==> config.mk <==
export PLATFORM = sky130hd
export DESIGN_NAME = sci_chan_ctrl
export DESIGN_NICKNAME = d
export VERILOG_FILES = /design/src/logic/sci_pkg.sv /design/src/logic/sci_cr0_dec.sv /design/src/logic/sci_int_prio.sv /design/src/logic/sci_chan_ctrl.sv
export SDC_FILE = /design/constraint.sdc
export NUM_CORES = 1
export LEC_CHECK = 0
export BUFFER_PORTS_ARGS = -buffer_cell sky130_fd_sc_hd__buf_2
export CAP_MARGIN = 20
export CORE_ASPECT_RATIO = 0.6
export CORE_MARGIN = 4
export CORE_UTILIZATION = 57
export DETAILED_ROUTE_END_ITERATION = 6
export HOLD_SLACK_MARGIN = 0.15
export PLACE_DENSITY = 0.86
export SYNTH_ARGS = -nofsm -noshare
export SYNTH_HDL_FRONTEND = slang
export SYNTH_SLANG_ARGS = --single-unit
==> constraint.sdc <==
create_clock -name i_clock -period 5.35 [get_ports i_clock]
set_clock_uncertainty 0.05 [all_clocks]
set_input_delay 1.3375 -clock i_clock [delete_from_list [all_inputs] [get_ports i_clock]]
set_output_delay 1.3375 -clock i_clock [all_outputs]
set_load 0.1 [all_outputs]
==> src/logic/sci_pkg.sv <==
package sci_pkg;
   // crc control field of the command register
   typedef enum logic [1:0]
   {
      CRC_NOP = 2'h0,
      CRC_RX_INIT = 2'h1,
      CRC_TX_INIT = 2'h2,
      CRC_CLR_EOM = 2'h3
   } sci_crc_cmd_t;

   // channel command field of the command register
   typedef enum logic [2:0]
   {
      CMD_NOP = 3'h0,
      CMD_HIGH_PTR = 3'h1,
      CMD_RST_ES = 3'h2,
      CMD_CHAN_RST = 3'h3,
      CMD_EN_NEXT_RX = 3'h4,
      CMD_RST_TX_PEND = 3'h5,
      CMD_ERR_RST = 3'h6,
      CMD_EOI = 3'h7
   } sci_chan_cmd_t;

   // command register fields
   localparam int CR0_CRC_LO = 6;
   localparam int CR0_CMD_LO = 3;
   localparam int CR0_PTR_LO = 0;

   // interrupt_enable_mode fields
   localparam int CR1_SHORT_EN = 7;
   localparam int CR1_OVR_IMM = 6;
   localparam int CR1_FIRST_MASK = 5;
   localparam int CR1_RXMODE_LO = 3;
   localparam int CR1_FIRST_TX = 2;
   localparam int CR1_TX_EN = 1;
   localparam int CR1_ES_EN = 0;
   localparam logic [1:0] RXM_OFF = 2'h0;
   localparam logic [1:0] RXM_FIRST = 2'h1;
   localparam logic [1:0] RXM_ALL_PAR = 2'h2;
   localparam logic [1:0] RXM_ALL = 2'h3;

   // vector_priority_transfer_mode fields
   localparam int CR2_VEC_EN = 7;
   localparam int CR2_SAV = 6;
   localparam int CR2_VMODE_LO = 3;
   localparam int CR2_PRIO = 2;
   localparam int CR2_XFER_LO = 0;
   localparam logic [1:0] XFER_INT = 2'h0;
   localparam logic [1:0] XFER_DMA_A = 2'h1;
   localparam logic [1:0] XFER_DMA_AB = 2'h2;
   localparam logic [2:0] VMODE_B1 = 3'h3;
   localparam logic [2:0] VMODE_B2 = 3'h4;

   // register numbers behind the control address
   localparam logic [3:0] REG_CMD = 4'h0;
   localparam logic [3:0] REG_INT_EN = 4'h1;
   localparam logic [3:0] REG_VEC = 4'h2;
   localparam logic [3:0] SR_MAIN = 4'h0;
   localparam logic [3:0] SR_ES = 4'h1;
   localparam logic [3:0] SR_VECT = 4'h2;

   // special receive condition bits, main status d7..d3 as [4:0]
   localparam int SP_SHORT = 0;
   localparam int SP_PARITY = 1;
   localparam int SP_OVERRUN = 2;

   // interrupt sources in request order and cause codes
   localparam int NUM_SRC = 6;
   localparam logic [2:0] LVL_NONE = 3'h7;
   localparam logic [1:0] CAUSE_TX = 2'h0;
   localparam logic [1:0] CAUSE_ES = 2'h1;
   localparam logic [1:0] CAUSE_RX = 2'h2;
   localparam logic [1:0] CAUSE_SPECIAL = 2'h3;

   // resets and timing
   localparam logic [7:0] CR1_RESET = 8'h00;
   localparam logic [7:0] CR2_RESET = 8'h00;
   localparam int MIN_FRAME_BITS = 32;
   localparam int RESET_HOLD_CLOCKS = 3;
   localparam logic [1:0] RESET_HOLD = 2'(RESET_HOLD_CLOCKS);
endpackage

==> src/logic/sci_cr0_dec.sv <==
module sci_cr0_dec
(
   // written command byte
   input wire logic [7:0] i_byte,
   // decoded fields
   output sci_pkg::sci_crc_cmd_t o_crc,
   output sci_pkg::sci_chan_cmd_t o_cmd,
   output logic [2:0] o_ptr
);
   import sci_pkg::*;

   // all three fields come from one write and act together
   assign o_crc = sci_crc_cmd_t'(i_byte[CR0_CRC_LO +: 2]);
   assign o_cmd = sci_chan_cmd_t'(i_byte[CR0_CMD_LO +: 3]);
   assign o_ptr = i_byte[CR0_PTR_LO +: 3];
endmodule

==> src/logic/sci_int_prio.sv <==
module sci_int_prio
(
   // requests: rx a, tx a, rx b, tx b, status a, status b
   input wire logic [5:0] i_req,
   input wire logic i_prio_sel,
   input wire logic i_special_a,
   // vector configuration
   input wire logic [7:0] i_base,
   input wire logic i_sav,
   input wire logic [2:0] i_vmode,
   // winner
   output logic o_valid,
   output logic [2:0] o_level,
   output logic [7:0] o_vector
);
   import sci_pkg::*;

   function automatic logic [2:0] src_at(input logic [2:0] rank, input logic sel);
      logic [2:0] r;
      r = rank;
      if (sel && rank == 3'h1)
         r = 3'h2;
      else if (sel && rank == 3'h2)
         r = 3'h1;
      return r;
   endfunction

   logic [2:0] src;
   logic [2:0] cause;

   always_comb
   begin
      o_valid = 1'b0;
      o_level = LVL_NONE;
      src = 3'h0;
      for (int k = NUM_SRC - 1; k >= 0; k--)
      begin
         if (i_req[src_at(3'(k), i_prio_sel)])
         begin
            o_valid = 1'b1;
            o_level = 3'(k);
            src = src_at(3'(k), i_prio_sel);
         end
      end
   end

   always_comb
   begin
      unique case (src)
         3'h0: cause = {1'b0, i_special_a ? CAUSE_SPECIAL : CAUSE_RX};
         3'h1: cause = {1'b0, CAUSE_TX};
         3'h2: cause = {1'b1, CAUSE_RX};
         3'h3: cause = {1'b1, CAUSE_TX};
         3'h4: cause = {1'b0, CAUSE_ES};
         default: cause = {1'b1, CAUSE_ES};
      endcase
      o_vector = i_base;
      if (i_sav && o_valid)
      begin
         if (i_vmode == VMODE_B1 || i_vmode == VMODE_B2)
            o_vector[2:0] = cause;
         else
            o_vector[4:2] = cause;
      end
   end
endmodule

==> src/logic/sci_chan_ctrl.sv <==
// Behaviour
// - crc field, sync modes only: nop, rx init, tx init, clear underrun flag.
// - bit-sync mode re-initialises receive crc on each received flag.
// - underrun sends crc when flag is 0, sync or flag when 1.
// - flag set when crc or sync loaded; bit-sync first data write clears it.
// - three-bit channel command decodes eight commands.
// - high pointer plus pointer selects registers 8 to 15.
// - pointer returns to zero on reset and after each following access.
// - reset-status command reopens status latches; new status hidden until then.
// - channel reset acts like reset pin; host waits three clocks.
// - enable-next-receive arms one first-byte interrupt, only unmasked first mode.
// - reset-transmit-pending clears transmit request while buffer empty.
// - error reset clears special bits; first mode holds data until then.
// - end of interrupt clears in-service latch, host issues after each service.
// - bit-sync short frame under 32 bits sets status, special interrupt.
// - overrun flagged at last stage, or immediately when timing bit set.
// - receive interrupt modes off, first, all with parity, all without parity.
// - transmit request on full-to-empty, and on enable when first bit set.
// - status change latches bits and interrupts once until latches reset.
// - vectored enable drives vector on acknowledge, else read releases interrupt.
// - status-affects-vector puts cause into vector bits chosen by mode.
// - two fixed priority orders chosen by priority bit, in every transfer mode.
// - dma channel suppresses transmit interrupts; others stay available.
// - transfer mode 00 interrupts, 01 dma on a, 10 dma both.
module sci_chan_ctrl
#(
   parameter int FRAME_LEN_W = 16
)
(
   // system
   input wire logic i_clock,
   input wire logic i_srst,
   // host port
   input wire logic i_wr,
   input wire logic i_rd,
   input wire logic i_cd,
   input wire logic [7:0] i_wdata,
   input wire logic i_int_acknowledge_cycle,
   input wire logic [7:0] i_vector_base,
   output logic [7:0] o_rdata,
   output logic o_data_oe_n,
   output logic o_int,
   output logic o_drq_tx,
   // protocol configuration
   input wire logic i_char_sync_mode,
   input wire logic i_bit_sync_mode,
   input wire logic i_crc_init_one,
   // transmitter
   input wire logic i_tx_enable,
   input wire logic i_tx_buf_full,
   input wire logic i_tx_last_bit,
   input wire logic i_tx_crc_loaded,
   output logic o_tx_crc_init,
   output logic o_tx_underrun,
   output logic o_tx_send_crc,
   // receiver
   input wire logic i_rx_flag,
   input wire logic i_rx_byte,
   input wire logic i_parity_err,
   input wire logic i_overrun_now,
   input wire logic i_overrun_last,
   input wire logic i_frame_end,
   input wire logic [FRAME_LEN_W-1:0] i_frame_len,
   output logic o_rx_crc_init,
   output logic o_crc_init_value,
   output logic o_rx_hold,
   // external status
   input wire logic i_es_change,
   input wire logic [7:0] i_es_status,
   // channel b requests
   input wire logic i_b_rx_req,
   input wire logic i_b_tx_req,
   input wire logic i_b_es_req,
   // channel reset
   output logic o_chan_reset
);
   import sci_pkg::*;

   typedef struct packed {
      logic [2:0] ptr;
      logic hi;
      logic [7:0] cr1;
      logic [7:0] cr2;
      logic es_open;
      logic es_pend;
      logic [7:0] es_reg;
      logic end_of_message;
      logic tx_pend;
      logic rx_pend;
      logic rx_armed;
      logic [4:0] special;
      logic [2:0] srv_level;
      logic [1:0] rst_cnt;
      logic tx_full_d;
      logic tx_en_d;
      logic rx_crc_init;
      logic tx_crc_init;
      logic underrun;
      logic send_crc;
      logic drive;
      logic [7:0] rdata;
   } sci_state_t;

   localparam sci_state_t ST_RESET = '{
      cr1: CR1_RESET,
      cr2: CR2_RESET,
      es_open: 1'b1,
      rx_armed: 1'b1,
      srv_level: LVL_NONE,
      default: '0
   };

   sci_state_t s;
   sci_state_t next_s;
   sci_crc_cmd_t crc_cmd;
   sci_chan_cmd_t chan_cmd;
   logic [2:0] cmd_ptr;
   logic [5:0] req;
   logic prio_valid;
   logic [2:0] prio_level;
   logic [7:0] vector;
   logic int_now;
   logic [1:0] rx_mode;
   logic a_dma;
   logic b_dma;

   sci_cr0_dec u_dec
   (
      .i_byte(i_wdata),
      .o_crc(crc_cmd),
      .o_cmd(chan_cmd),
      .o_ptr(cmd_ptr)
   );

   assign rx_mode = s.cr1[CR1_RXMODE_LO +: 2];
   assign a_dma = s.cr2[CR2_XFER_LO +: 2] == XFER_DMA_A || s.cr2[CR2_XFER_LO +: 2] == XFER_DMA_AB;
   assign b_dma = s.cr2[CR2_XFER_LO +: 2] == XFER_DMA_AB;

   assign req[0] = s.rx_pend | (|s.special);
   assign req[1] = s.tx_pend & ~a_dma;
   assign req[2] = i_b_rx_req;
   assign req[3] = i_b_tx_req & ~b_dma;
   assign req[4] = s.es_pend;
   assign req[5] = i_b_es_req;

   sci_int_prio u_prio
   (
      .i_req(req),
      .i_prio_sel(s.cr2[CR2_PRIO]),
      .i_special_a(|s.special),
      .i_base(i_vector_base),
      .i_sav(s.cr2[CR2_SAV]),
      .i_vmode(s.cr2[CR2_VMODE_LO +: 3]),
      .o_valid(prio_valid),
      .o_level(prio_level),
      .o_vector(vector)
   );

   // only requests above the one in service
   assign int_now = prio_valid && prio_level < s.srv_level;

   always_comb
   begin
      logic busy;
      logic ctl_wr;
      logic ctl_rd;
      logic chan_rst;
      logic [3:0] sel;
      logic tx_event;
      busy = s.rst_cnt != 2'h0;
      // writes during the reset hold are dropped
      ctl_wr = i_wr & i_cd & ~busy;
      ctl_rd = i_rd & i_cd;
      chan_rst = 1'b0;
      sel = {s.hi, s.ptr};
      tx_event = 1'b0;
      next_s = s;
      next_s.rx_crc_init = 1'b0;
      next_s.tx_crc_init = 1'b0;
      next_s.underrun = 1'b0;
      next_s.drive = 1'b0;
      if (busy)
         next_s.rst_cnt = s.rst_cnt - 2'h1;

      if (ctl_wr && sel == REG_CMD)
      begin
         next_s.ptr = cmd_ptr;
         next_s.hi = chan_cmd == CMD_HIGH_PTR;
         if (i_char_sync_mode || i_bit_sync_mode)
         begin
            unique case (crc_cmd)
               CRC_NOP: ;
               CRC_RX_INIT: next_s.rx_crc_init = 1'b1;
               CRC_TX_INIT: next_s.tx_crc_init = 1'b1;
               CRC_CLR_EOM: next_s.end_of_message = 1'b0;
            endcase
         end
         unique case (chan_cmd)
            CMD_NOP, CMD_HIGH_PTR: ;
            CMD_RST_ES:
            begin
               next_s.es_open = 1'b1;
               next_s.es_pend = 1'b0;
            end
            CMD_CHAN_RST: chan_rst = 1'b1;
            CMD_EN_NEXT_RX:
            begin
               if (rx_mode == RXM_FIRST && !s.cr1[CR1_FIRST_MASK])
                  next_s.rx_armed = 1'b1;
            end
            CMD_RST_TX_PEND:
            begin
               if (!i_tx_buf_full)
                  next_s.tx_pend = 1'b0;
            end
            CMD_ERR_RST: next_s.special = 5'h00;
            CMD_EOI: next_s.srv_level = LVL_NONE;
         endcase
      end
      else if (ctl_wr)
      begin
         if (sel == REG_INT_EN)
            next_s.cr1 = i_wdata;
         if (sel == REG_VEC)
            next_s.cr2 = i_wdata;
         next_s.ptr = 3'h0;
         next_s.hi = 1'b0;
      end

      if (ctl_rd)
      begin
         next_s.drive = 1'b1;
         next_s.ptr = 3'h0;
         next_s.hi = 1'b0;
         unique case (sel)
            SR_MAIN: next_s.rdata = {s.special, ~i_tx_buf_full, int_now, s.rx_pend};
            SR_ES: next_s.rdata = s.es_reg;
            SR_VECT:
            begin
               next_s.rdata = vector;
               if (prio_valid && prio_level < s.srv_level)
                  next_s.srv_level = prio_level;
            end
            default: next_s.rdata = 8'h00;
         endcase
      end

      if (i_int_acknowledge_cycle && int_now)
      begin
         next_s.srv_level = prio_level;
         if (s.cr2[CR2_VEC_EN])
         begin
            next_s.drive = 1'b1;
            next_s.rdata = vector;
         end
      end

      // data path writes and reads clear the byte requests
      if (i_wr && !i_cd && !busy)
      begin
         next_s.tx_pend = 1'b0;
         if (i_bit_sync_mode && s.end_of_message)
            next_s.end_of_message = 1'b0;
      end
      if (i_rd && !i_cd)
         next_s.rx_pend = 1'b0;

      // hardware sets come after host clears so the set wins
      // underrun choice
      if (i_tx_last_bit && !i_tx_buf_full)
      begin
         next_s.underrun = 1'b1;
         next_s.send_crc = ~s.end_of_message;
      end
      // set on crc or sync load
      if (i_tx_crc_loaded)
         next_s.end_of_message = 1'b1;
      if (i_bit_sync_mode && i_rx_flag)
         next_s.rx_crc_init = 1'b1;

      next_s.tx_full_d = i_tx_buf_full;
      next_s.tx_en_d = i_tx_enable;
      tx_event = (s.tx_full_d & ~i_tx_buf_full) | (i_tx_enable & ~s.tx_en_d & s.cr1[CR1_FIRST_TX]);
      if (s.cr1[CR1_TX_EN] && tx_event)
         next_s.tx_pend = 1'b1;

      if (i_rx_byte)
      begin
         unique case (rx_mode)
            RXM_OFF: ;
            RXM_FIRST:
            begin
               // mask hides the first byte but keeps the arming consumed
               if (s.rx_armed)
               begin
                  next_s.rx_armed = 1'b0;
                  if (!s.cr1[CR1_FIRST_MASK])
                     next_s.rx_pend = 1'b1;
               end
            end
            RXM_ALL_PAR, RXM_ALL: next_s.rx_pend = 1'b1;
         endcase
      end
      // parity special only in mode 10
      if (i_parity_err && rx_mode == RXM_ALL_PAR)
         next_s.special[SP_PARITY] = 1'b1;
      if (s.cr1[CR1_OVR_IMM] ? i_overrun_now : i_overrun_last)
         next_s.special[SP_OVERRUN] = 1'b1;
      if (i_bit_sync_mode && s.cr1[CR1_SHORT_EN] && i_frame_end &&
          i_frame_len < FRAME_LEN_W'(MIN_FRAME_BITS))
         next_s.special[SP_SHORT] = 1'b1;

      if (next_s.es_open)
      begin
         next_s.es_reg = i_es_status;
         if (s.cr1[CR1_ES_EN] && i_es_change)
         begin
            next_s.es_open = 1'b0;
            next_s.es_pend = 1'b1;
         end
      end

      if (chan_rst)
      begin
         next_s = ST_RESET;
         next_s.rst_cnt = RESET_HOLD;
      end
   end

   always_ff @(posedge i_clock)
   begin
      if (i_srst)
         s <= ST_RESET;
      else
         s <= next_s;
   end

   assign o_rdata = s.rdata;
   // low while the vector or a status byte is on the bus
   assign o_data_oe_n = ~s.drive;
   assign o_int = int_now;
   assign o_drq_tx = s.tx_pend & a_dma;
   assign o_tx_crc_init = s.tx_crc_init;
   assign o_tx_underrun = s.underrun;
   assign o_tx_send_crc = s.send_crc;
   assign o_rx_crc_init = s.rx_crc_init;
   assign o_crc_init_value = i_crc_init_one;
   // hold receive data in first mode while special bits are set
   assign o_rx_hold = rx_mode == RXM_FIRST && s.special != 5'h00;
   assign o_chan_reset = s.rst_cnt != 2'h0;
endmodule

==> results.md, run 1 <==
* Synth Cell Area at between 2000 and 3000 µm²
* Most common flop cell mapped by yosys: dfxtp_1
* R2R depth at 8
* DP Wirelength at 6010 µm
* Mux cell area share after synthesis at 0.0974
* Clk slew on worst S/H paths at 0.06 ns
* CTS Buffer Depth at 2
* Most numerous cell on the critical path: buf_2
* Post-CTS sizing at 0
* Routed via count at about 2900
* Worst skew pair latency at about 0.34 ns
* Synth warn at 0
* GPL Wtd Cong at ~0.92
* Clk sink count at 57
* Max frequency at around 0.21 GHz
* Fin nets at between 400 and 500
* Sequential cell area at 1140 µm²
* # IOs at 81
* Rows at 20
* Drt pass-1 iters at 5
* Initial antenna violation count at 0
* CP Capture Type: output port
* Startpoint types: input pin
* Largest fanout on the critical path at 6
* Share of layout cells above drive strength 1 at 0.249
* # Post-CTS Setup Buffers at 0
* Die area at around 6500 µm²
* Synth Area in Simple Gates at 0.238
* TritonCTS clock tree: done
* Vias/cell at 5.94
* P per Cell Area at roughly 330 nW/µm²
* Die width at just over 100 µm
* Most common cell after layout, fill and taps aside: buf_2
* TNS Setup at 0 ns
* CP cell instances: buf_2 -> nor2_1 -> o211ai_1 -> a21oi_1 -> ha_1 -> o21ai_0 -> a41o_1 -> and2_2 -> buf_2
* Max Cap Violations at 0
* Die span in y at roughly 64 µm
* N_diodes at 0
* Peak supply drop at 0.178 mV
* Status: complete, no violations
* Total track usage at 0.256
* Wirelength per Cell at about 17 µm
* Final WL at about 8000 µm
* Inserted Clock Buffers at 9
* CTS H-tree lvls at 3
* Final cell count without fillers at 480
* Mapped Cells at ~350
* DRT iter0 DRCs at a little under 300
* CP max-delay cell: buf_2
* Layout area overhead at 15.4%
* Most frequent cells in the layout: buf_2, dfxtp_1, nor2_1
* Synth Net Count at ~420
* CP max stage delay at 0.43 ns
* Hold depth at 1
* Initial Util at 0.589
* Synth Area in Compound Gates at 0.181
* Placed Area at around 3300 µm²
* Global-route wire length before repair at around 13000 µm
* Setup violators final at 0
* WHS at approximately 0.4 ns
* Slew Limit Fails at 0
* CTS hold repair buffers at 0
* Fillers at ~410
* Port Buffer Count at 73
* Critical Path RT at approximately 4 ns
* Seq cells post-synth at between 50 and 60
* Vias in the first global route at ~2600
* WS Path Type: input pin to output port
* Pin count of the biggest net entering global routing at 35
* Main combinational cell family by area after synthesis: simple AND/OR/NAND/NOR gates
* Post-synthesis sequential area ratio at 0.381
* Area of the core at just over 5000 µm²
* Xor/xnor share of the synthesized area at 0.00293
* Remaining Overflow, GRT at 0
* Worst Hold Class: flop to flop
* Slew @ Worst Pin at roughly 1.1 ns
* Crit path time final at around 4.8 ns
* Clock root cell: clkbuf_8
* Count of final hold-check violations at 0
* Unrepaired setup endpoints after global routing: false
* DRC Markers at 0
* Multi-input logic area at ~1600 µm²
* Mapped Avg Cell Area at 8.57 µm²
* Worst EP arrival at 3.41 ns
* Synth cell types at 64
* Period utilization at 0.897
* Slew headroom at 0.256
* Lkg Pwr at between 1 and 1.5 nW
* Util after Layout at 0.680
* Finished Cell Area at ~3500 µm²
* Final ANT Viol Nets at 0
* Ys async rst share at 0
* Number of synthesized flops with an enable pin at 0
* Post-synthesis adder-cell area fraction at 0.0167
* Inst Count DP at between 400 and 500
stage by stage:
stage | total power, mW | setup slack [ns]
detailed placement | 0.742 | 0.594
finish | 1.13 | 0.552
global route | 1.18 | 0.418
CTS | 1.13 | 0.590
floorplan | 0.682 | 1.03
global placement | 0.733 | 0.670
path summary, 6_finish.rpt:
path | startpoint | slack, ns | end
worst max-delay path | i_b_es_req | 0.55 | o_int
worst min-delay path | s[28] | 0.40 | o_tx_send_crc
worst max register to register | s[20] | 2.34 | o_rdata[1]
worst min register to register | s[28] | 0.40 | o_tx_send_crc
power breakdown:
group	internal (mW)	switching (mW)	leakage [nW]
Sequential	0.448	0.0174	0.465
Clock	0.220	0.171	0.0978
Combinational	0.0818	0.191	0.930
Total	0.750	0.379	1.49
worst max-delay path: cells and delay by family:
family                     cells  cell delay, ns
and+or+nand+nor                2            0.52
adders and majority gates      1            0.28
buffers and inverters          2            0.54
AOI/OAI and AO/OA              4            0.72
routing by layer:
layer,share of wire,vias to the layer above,track usage,wire length (µm)
li1,-,1366,-,-
met1,0.45,1314,0.354,3580
met2,0.44,149,0.375,3520
met3,0.098,21,0.0851,791
met4,0.018,0,0.0796,145
met5,0,-,0,0
synth_stat cells (4+ instances only):
| master | n | area, µm² |
|---|---|---|
| nor2_1 | 40 | 150 |
| a21oi_1 | 24 | 120 |
| buf_2 | 5 | 25.0 |
| o21ai_0 | 13 | 65.1 |
| clkbuf_1 | 4 | 15.0 |
| nand2b_1 | 4 | 25.0 |
| nand3_1 | 15 | 75.1 |
| o31ai_1 | 5 | 37.5 |
| ha_1 | 4 | 50.1 |
| and2_1 | 4 | 25.0 |
| inv_1 | 17 | 63.8 |
| buf_4 | 9 | 67.6 |
| a211oi_1 | 4 | 30.0 |
| mux2i_1 | 28 | 280 |
| a31oi_1 | 5 | 31.3 |
| nand2_1 | 33 | 124 |
| nor2b_1 | 8 | 50.1 |
| dfxtp_1 | 57 | 1140 |
| a22oi_1 | 5 | 37.5 |
| nor3_1 | 7 | 35.0 |
area by class of cell:
cell class / count / share of cell area
multi-input combinational: 251 / 0.464
sequential: 57 / 0.331
clock inverter: 4 / 0.0130
inverter: 17 / 0.0185
timing repair buffer: 75 / 0.110
tap: 66 / 0.0239
clock buffer: 10 / 0.0399
registers in the layout, indices dropped and copies added (netlist names):
register and count:
rx_mode 2, o_rx_crc_init 1, o_tx_crc_init 1, o_tx_send_crc 1, o_tx_underrun 1, req 1
o_rdata 8, s 42
cell families after synthesis:
kind of cell             after synthesis
AO/OA/AOI/OAI                         80
XOR/XNOR                               1
adder cells (fa/ha/maj)                4
buffers and inverters                 41
flip-flops                            57
multiplexers                          29
AND/OR/NAND/NOR                      137
(Power assumes the default switching activity.)
==> inputs of run 2 (changes only) <==
--- a/config.mk
+++ b/config.mk
@@ -6,13 +6,14 @@
 export NUM_CORES = 1
 export LEC_CHECK = 0
 export BUFFER_PORTS_ARGS = -buffer_cell sky130_fd_sc_hd__buf_2
-export CAP_MARGIN = 20
+export CAP_MARGIN = 10
 export CORE_ASPECT_RATIO = 0.6
 export CORE_MARGIN = 4
-export CORE_UTILIZATION = 57
+export CORE_UTILIZATION = 59
+export CTS_BUF_LIST = sky130_fd_sc_hd__clkbuf_8
 export DETAILED_ROUTE_END_ITERATION = 6
 export HOLD_SLACK_MARGIN = 0.15
-export PLACE_DENSITY = 0.86
+export PLACE_DENSITY = 0.88
 export SYNTH_ARGS = -nofsm -noshare
 export SYNTH_HDL_FRONTEND = slang
 export SYNTH_SLANG_ARGS = --single-unit
==> run 2 against run 1 <==
Combinational power about the same. Register-to-register slack improved by 0.04 ns. Sequential power about the same. Critical path depth unchanged. Core utilization is 5.2 points higher. Wire length down 2.7%.
==> results.md, run 2 (same netlist as run 1, synthesis figures left out) <==
* Routed via count at 2785 (was 2850)
* Area of the core at 4730 µm² (was 5080 µm²)
* Startpoint types: input pin (unchanged)
* Combinational Power Share at 0.236 (was 0.242)
* Global-route wire length before repair at 12700 µm (was 12800 µm)
* Final cell count without fillers at 478 (was 480)
* GPL Wtd Cong at 0.886 (was 0.920)
* CP Capture Type: output port (unchanged)
* CTS Buffer Depth at 2 (unchanged)
* Drt pass-1 iters at 5 (unchanged)
* P per Cell Area at 331 nW/µm² (was 327 nW/µm²)
* Slew Limit Fails at 0 (unchanged)
* Slew headroom at 0.208 (was 0.256)
* CTS hold repair buffers at 0 (unchanged)
* Vias/cell at 5.83 (was 5.94)
* TritonCTS clock tree: done (unchanged)
* Rows at 19 (was 20)
* Period utilization at 0.898 (was 0.897)
* # IOs at 81 (unchanged)
* Share of layout cells above drive strength 1 at 0.251 (was 0.249)
* Crit path time final at 4.81 ns (was 4.80 ns)
* TNS Setup at 0 ns (unchanged)
* Clk sink count at 57 (unchanged)
* Clock root cell: clkbuf_8 (unchanged)
* Die span in y at 63.2 µm (was 64.1 µm)
* Slew @ Worst Pin at 1.18 ns (was 1.11 ns)
* Pin count of the biggest net entering global routing at 25 (was 35)
* Final ANT Viol Nets at 0 (unchanged)
* Port Buffer Count at 73 (unchanged)
* N_diodes at 0 (unchanged)
* # Post-CTS Setup Buffers at 0 (unchanged)
* Max Cap Violations at 0 (unchanged)
* Status: complete, no violations (unchanged)
* Post-CTS sizing at 0 (unchanged)
* Int Power at 0.747 mW (was 0.750 mW)
* Final WL at 7830 µm (was 8040 µm)
* Most frequent cells in the layout: buf_2, dfxtp_1, nor2_1 (unchanged)
* Peak supply drop at 0.201 mV (was 0.178 mV)
* WS Path Type: input pin to output port (unchanged)
* Inserted Clock Buffers at 9 (unchanged)
* Max frequency at 0.208 GHz (about the same)
* Wirelength per Cell at 16.4 µm (was 16.8 µm)
* Top reg by flops: s (unchanged)
* Initial Util at 0.632 (was 0.589)
* Worst skew pair latency at 0.35 ns (was 0.34 ns)
* Most common cell after layout, fill and taps aside: buf_2 (unchanged)
* Die area at 6310 µm² (was 6510 µm²)
* Max reg flops at 42 (unchanged)
* DP Wirelength at 5900 µm (was 6010 µm)
* Reg power frac at 0.406 (was 0.412)
* Psw at 0.398 mW (was 0.379 mW)
* CTS H-tree lvls at 3 (unchanged)
* Unrepaired setup endpoints after global routing: false (unchanged)
* Vias in the first global route at 2610 (was 2615)
* Layout area overhead at 15.6% (was 15.4%)
* Fin nets at 477 (was 478)
* DRC Markers at 0 (unchanged)
* Switching Fraction at 0.347 (was 0.336)
* Initial antenna violation count at 0 (unchanged)
* Worst EP arrival at 3.42 ns (was 3.41 ns)
* Setup violators final at 0 (unchanged)
* Critical Path RT at 3.96 ns (about the same)
* Worst Hold Class: flop to flop (unchanged)
* Total track usage at 0.257 (was 0.256)
* Die width at 99.9 µm (was 102 µm)
* DRT iter0 DRCs at 208 (was 297)
* Remaining Overflow, GRT at 0 (unchanged)
* Lkg Pwr at 1.49 nW (about the same)
* Clock power share at 0.359 (was 0.346)
* Count of final hold-check violations at 0 (unchanged)
* Inst Count DP at 462 (was 465)
* Fillers at 368 (was 408)
* Largest fanout on the critical path at 6 (unchanged)
* Clk slew on worst S/H paths at 0.07 ns (was 0.06 ns)
==> run 2: cell types whose count changed in the layout (fill, tap and decap cells not counted), sizes merged <==
cell | before | now
clkbuf | 10 | 9
buf | 75 | 74
clkinvlp | 0 | 1
inv | 17 | 19
==> run 2: per-layer routing <==
| metal | global-route usage | share of wire | vias up |
|---|---|---|---|
| met4 | 0.0664 | 0.018 | 0 |
| met5 | 0 | 0 | - |
| met1 | 0.349 | 0.45 | 1296 |
| met2 | 0.380 | 0.43 | 114 |
| li1 | - | - | 1360 |
| met3 | 0.100 | 0.10 | 15 |
==> run 2: path summary, 6_finish.rpt <==
kind / cells past startpoint / start / to / slack, ns
min reg2reg: 2 / s[47] / s[47] / 0.41
max: 9 / i_b_es_req / o_int / 0.54
min: 2 / s[47] / s[47] / 0.41
max reg2reg: 8 / s[15] / s[32] / 2.38
==> run 2: worst max-delay path, stage by stage <==
cell and delay (ns):
buf_2 0.11, nor2_1 0.32, o211ai_1 0.13, a21oi_1 0.26, ha_1 0.28, o21ai_0 0.16, a41o_1 0.17, and2_2 0.20
buf_2 0.43
==> run 2: stage by stage <==
| stage | power (mW) | setup WS (ns) | util | hold WS [ns] | cell area, µm² |
|---|---|---|---|---|---|
| floorplan | 0.682 | 1.03 | - | 0.361 | 2990 |
| global placement | 0.733 | 0.637 | 0.689 | 0.392 | 3260 |
| detailed placement | 0.741 | 0.575 | 0.689 | 0.400 | 3260 |
| CTS | 1.15 | 0.577 | 0.731 | 0.409 | 3460 |
| global route | 1.20 | 0.378 | 0.731 | 0.421 | 3460 |
| finish | 1.14 | 0.544 | 0.731 | 0.411 | 3460 |
==> run 2: cell type report <==
type / instances / area, µm² / area share
clock buffer: 9 / 124 / 0.0358
clock inverter: 7 / 77.6 / 0.0224
inverter: 17 / 63.8 / 0.0184
multi-input combinational: 251 / 1600 / 0.463
sequential: 57 / 1140 / 0.330
tap: 63 / 78.8 / 0.0228
timing repair buffer: 74 / 373 / 0.108
==> run 2: power by group through the flow <==
stage               Clock (mW)  Combinational (mW)  Sequential (mW)
finish                   0.410               0.270            0.464
global route             0.439               0.294            0.467
CTS                      0.413               0.269            0.464
detailed placement           0               0.267            0.474
global placement             0               0.261            0.472
floorplan                    0               0.205            0.478
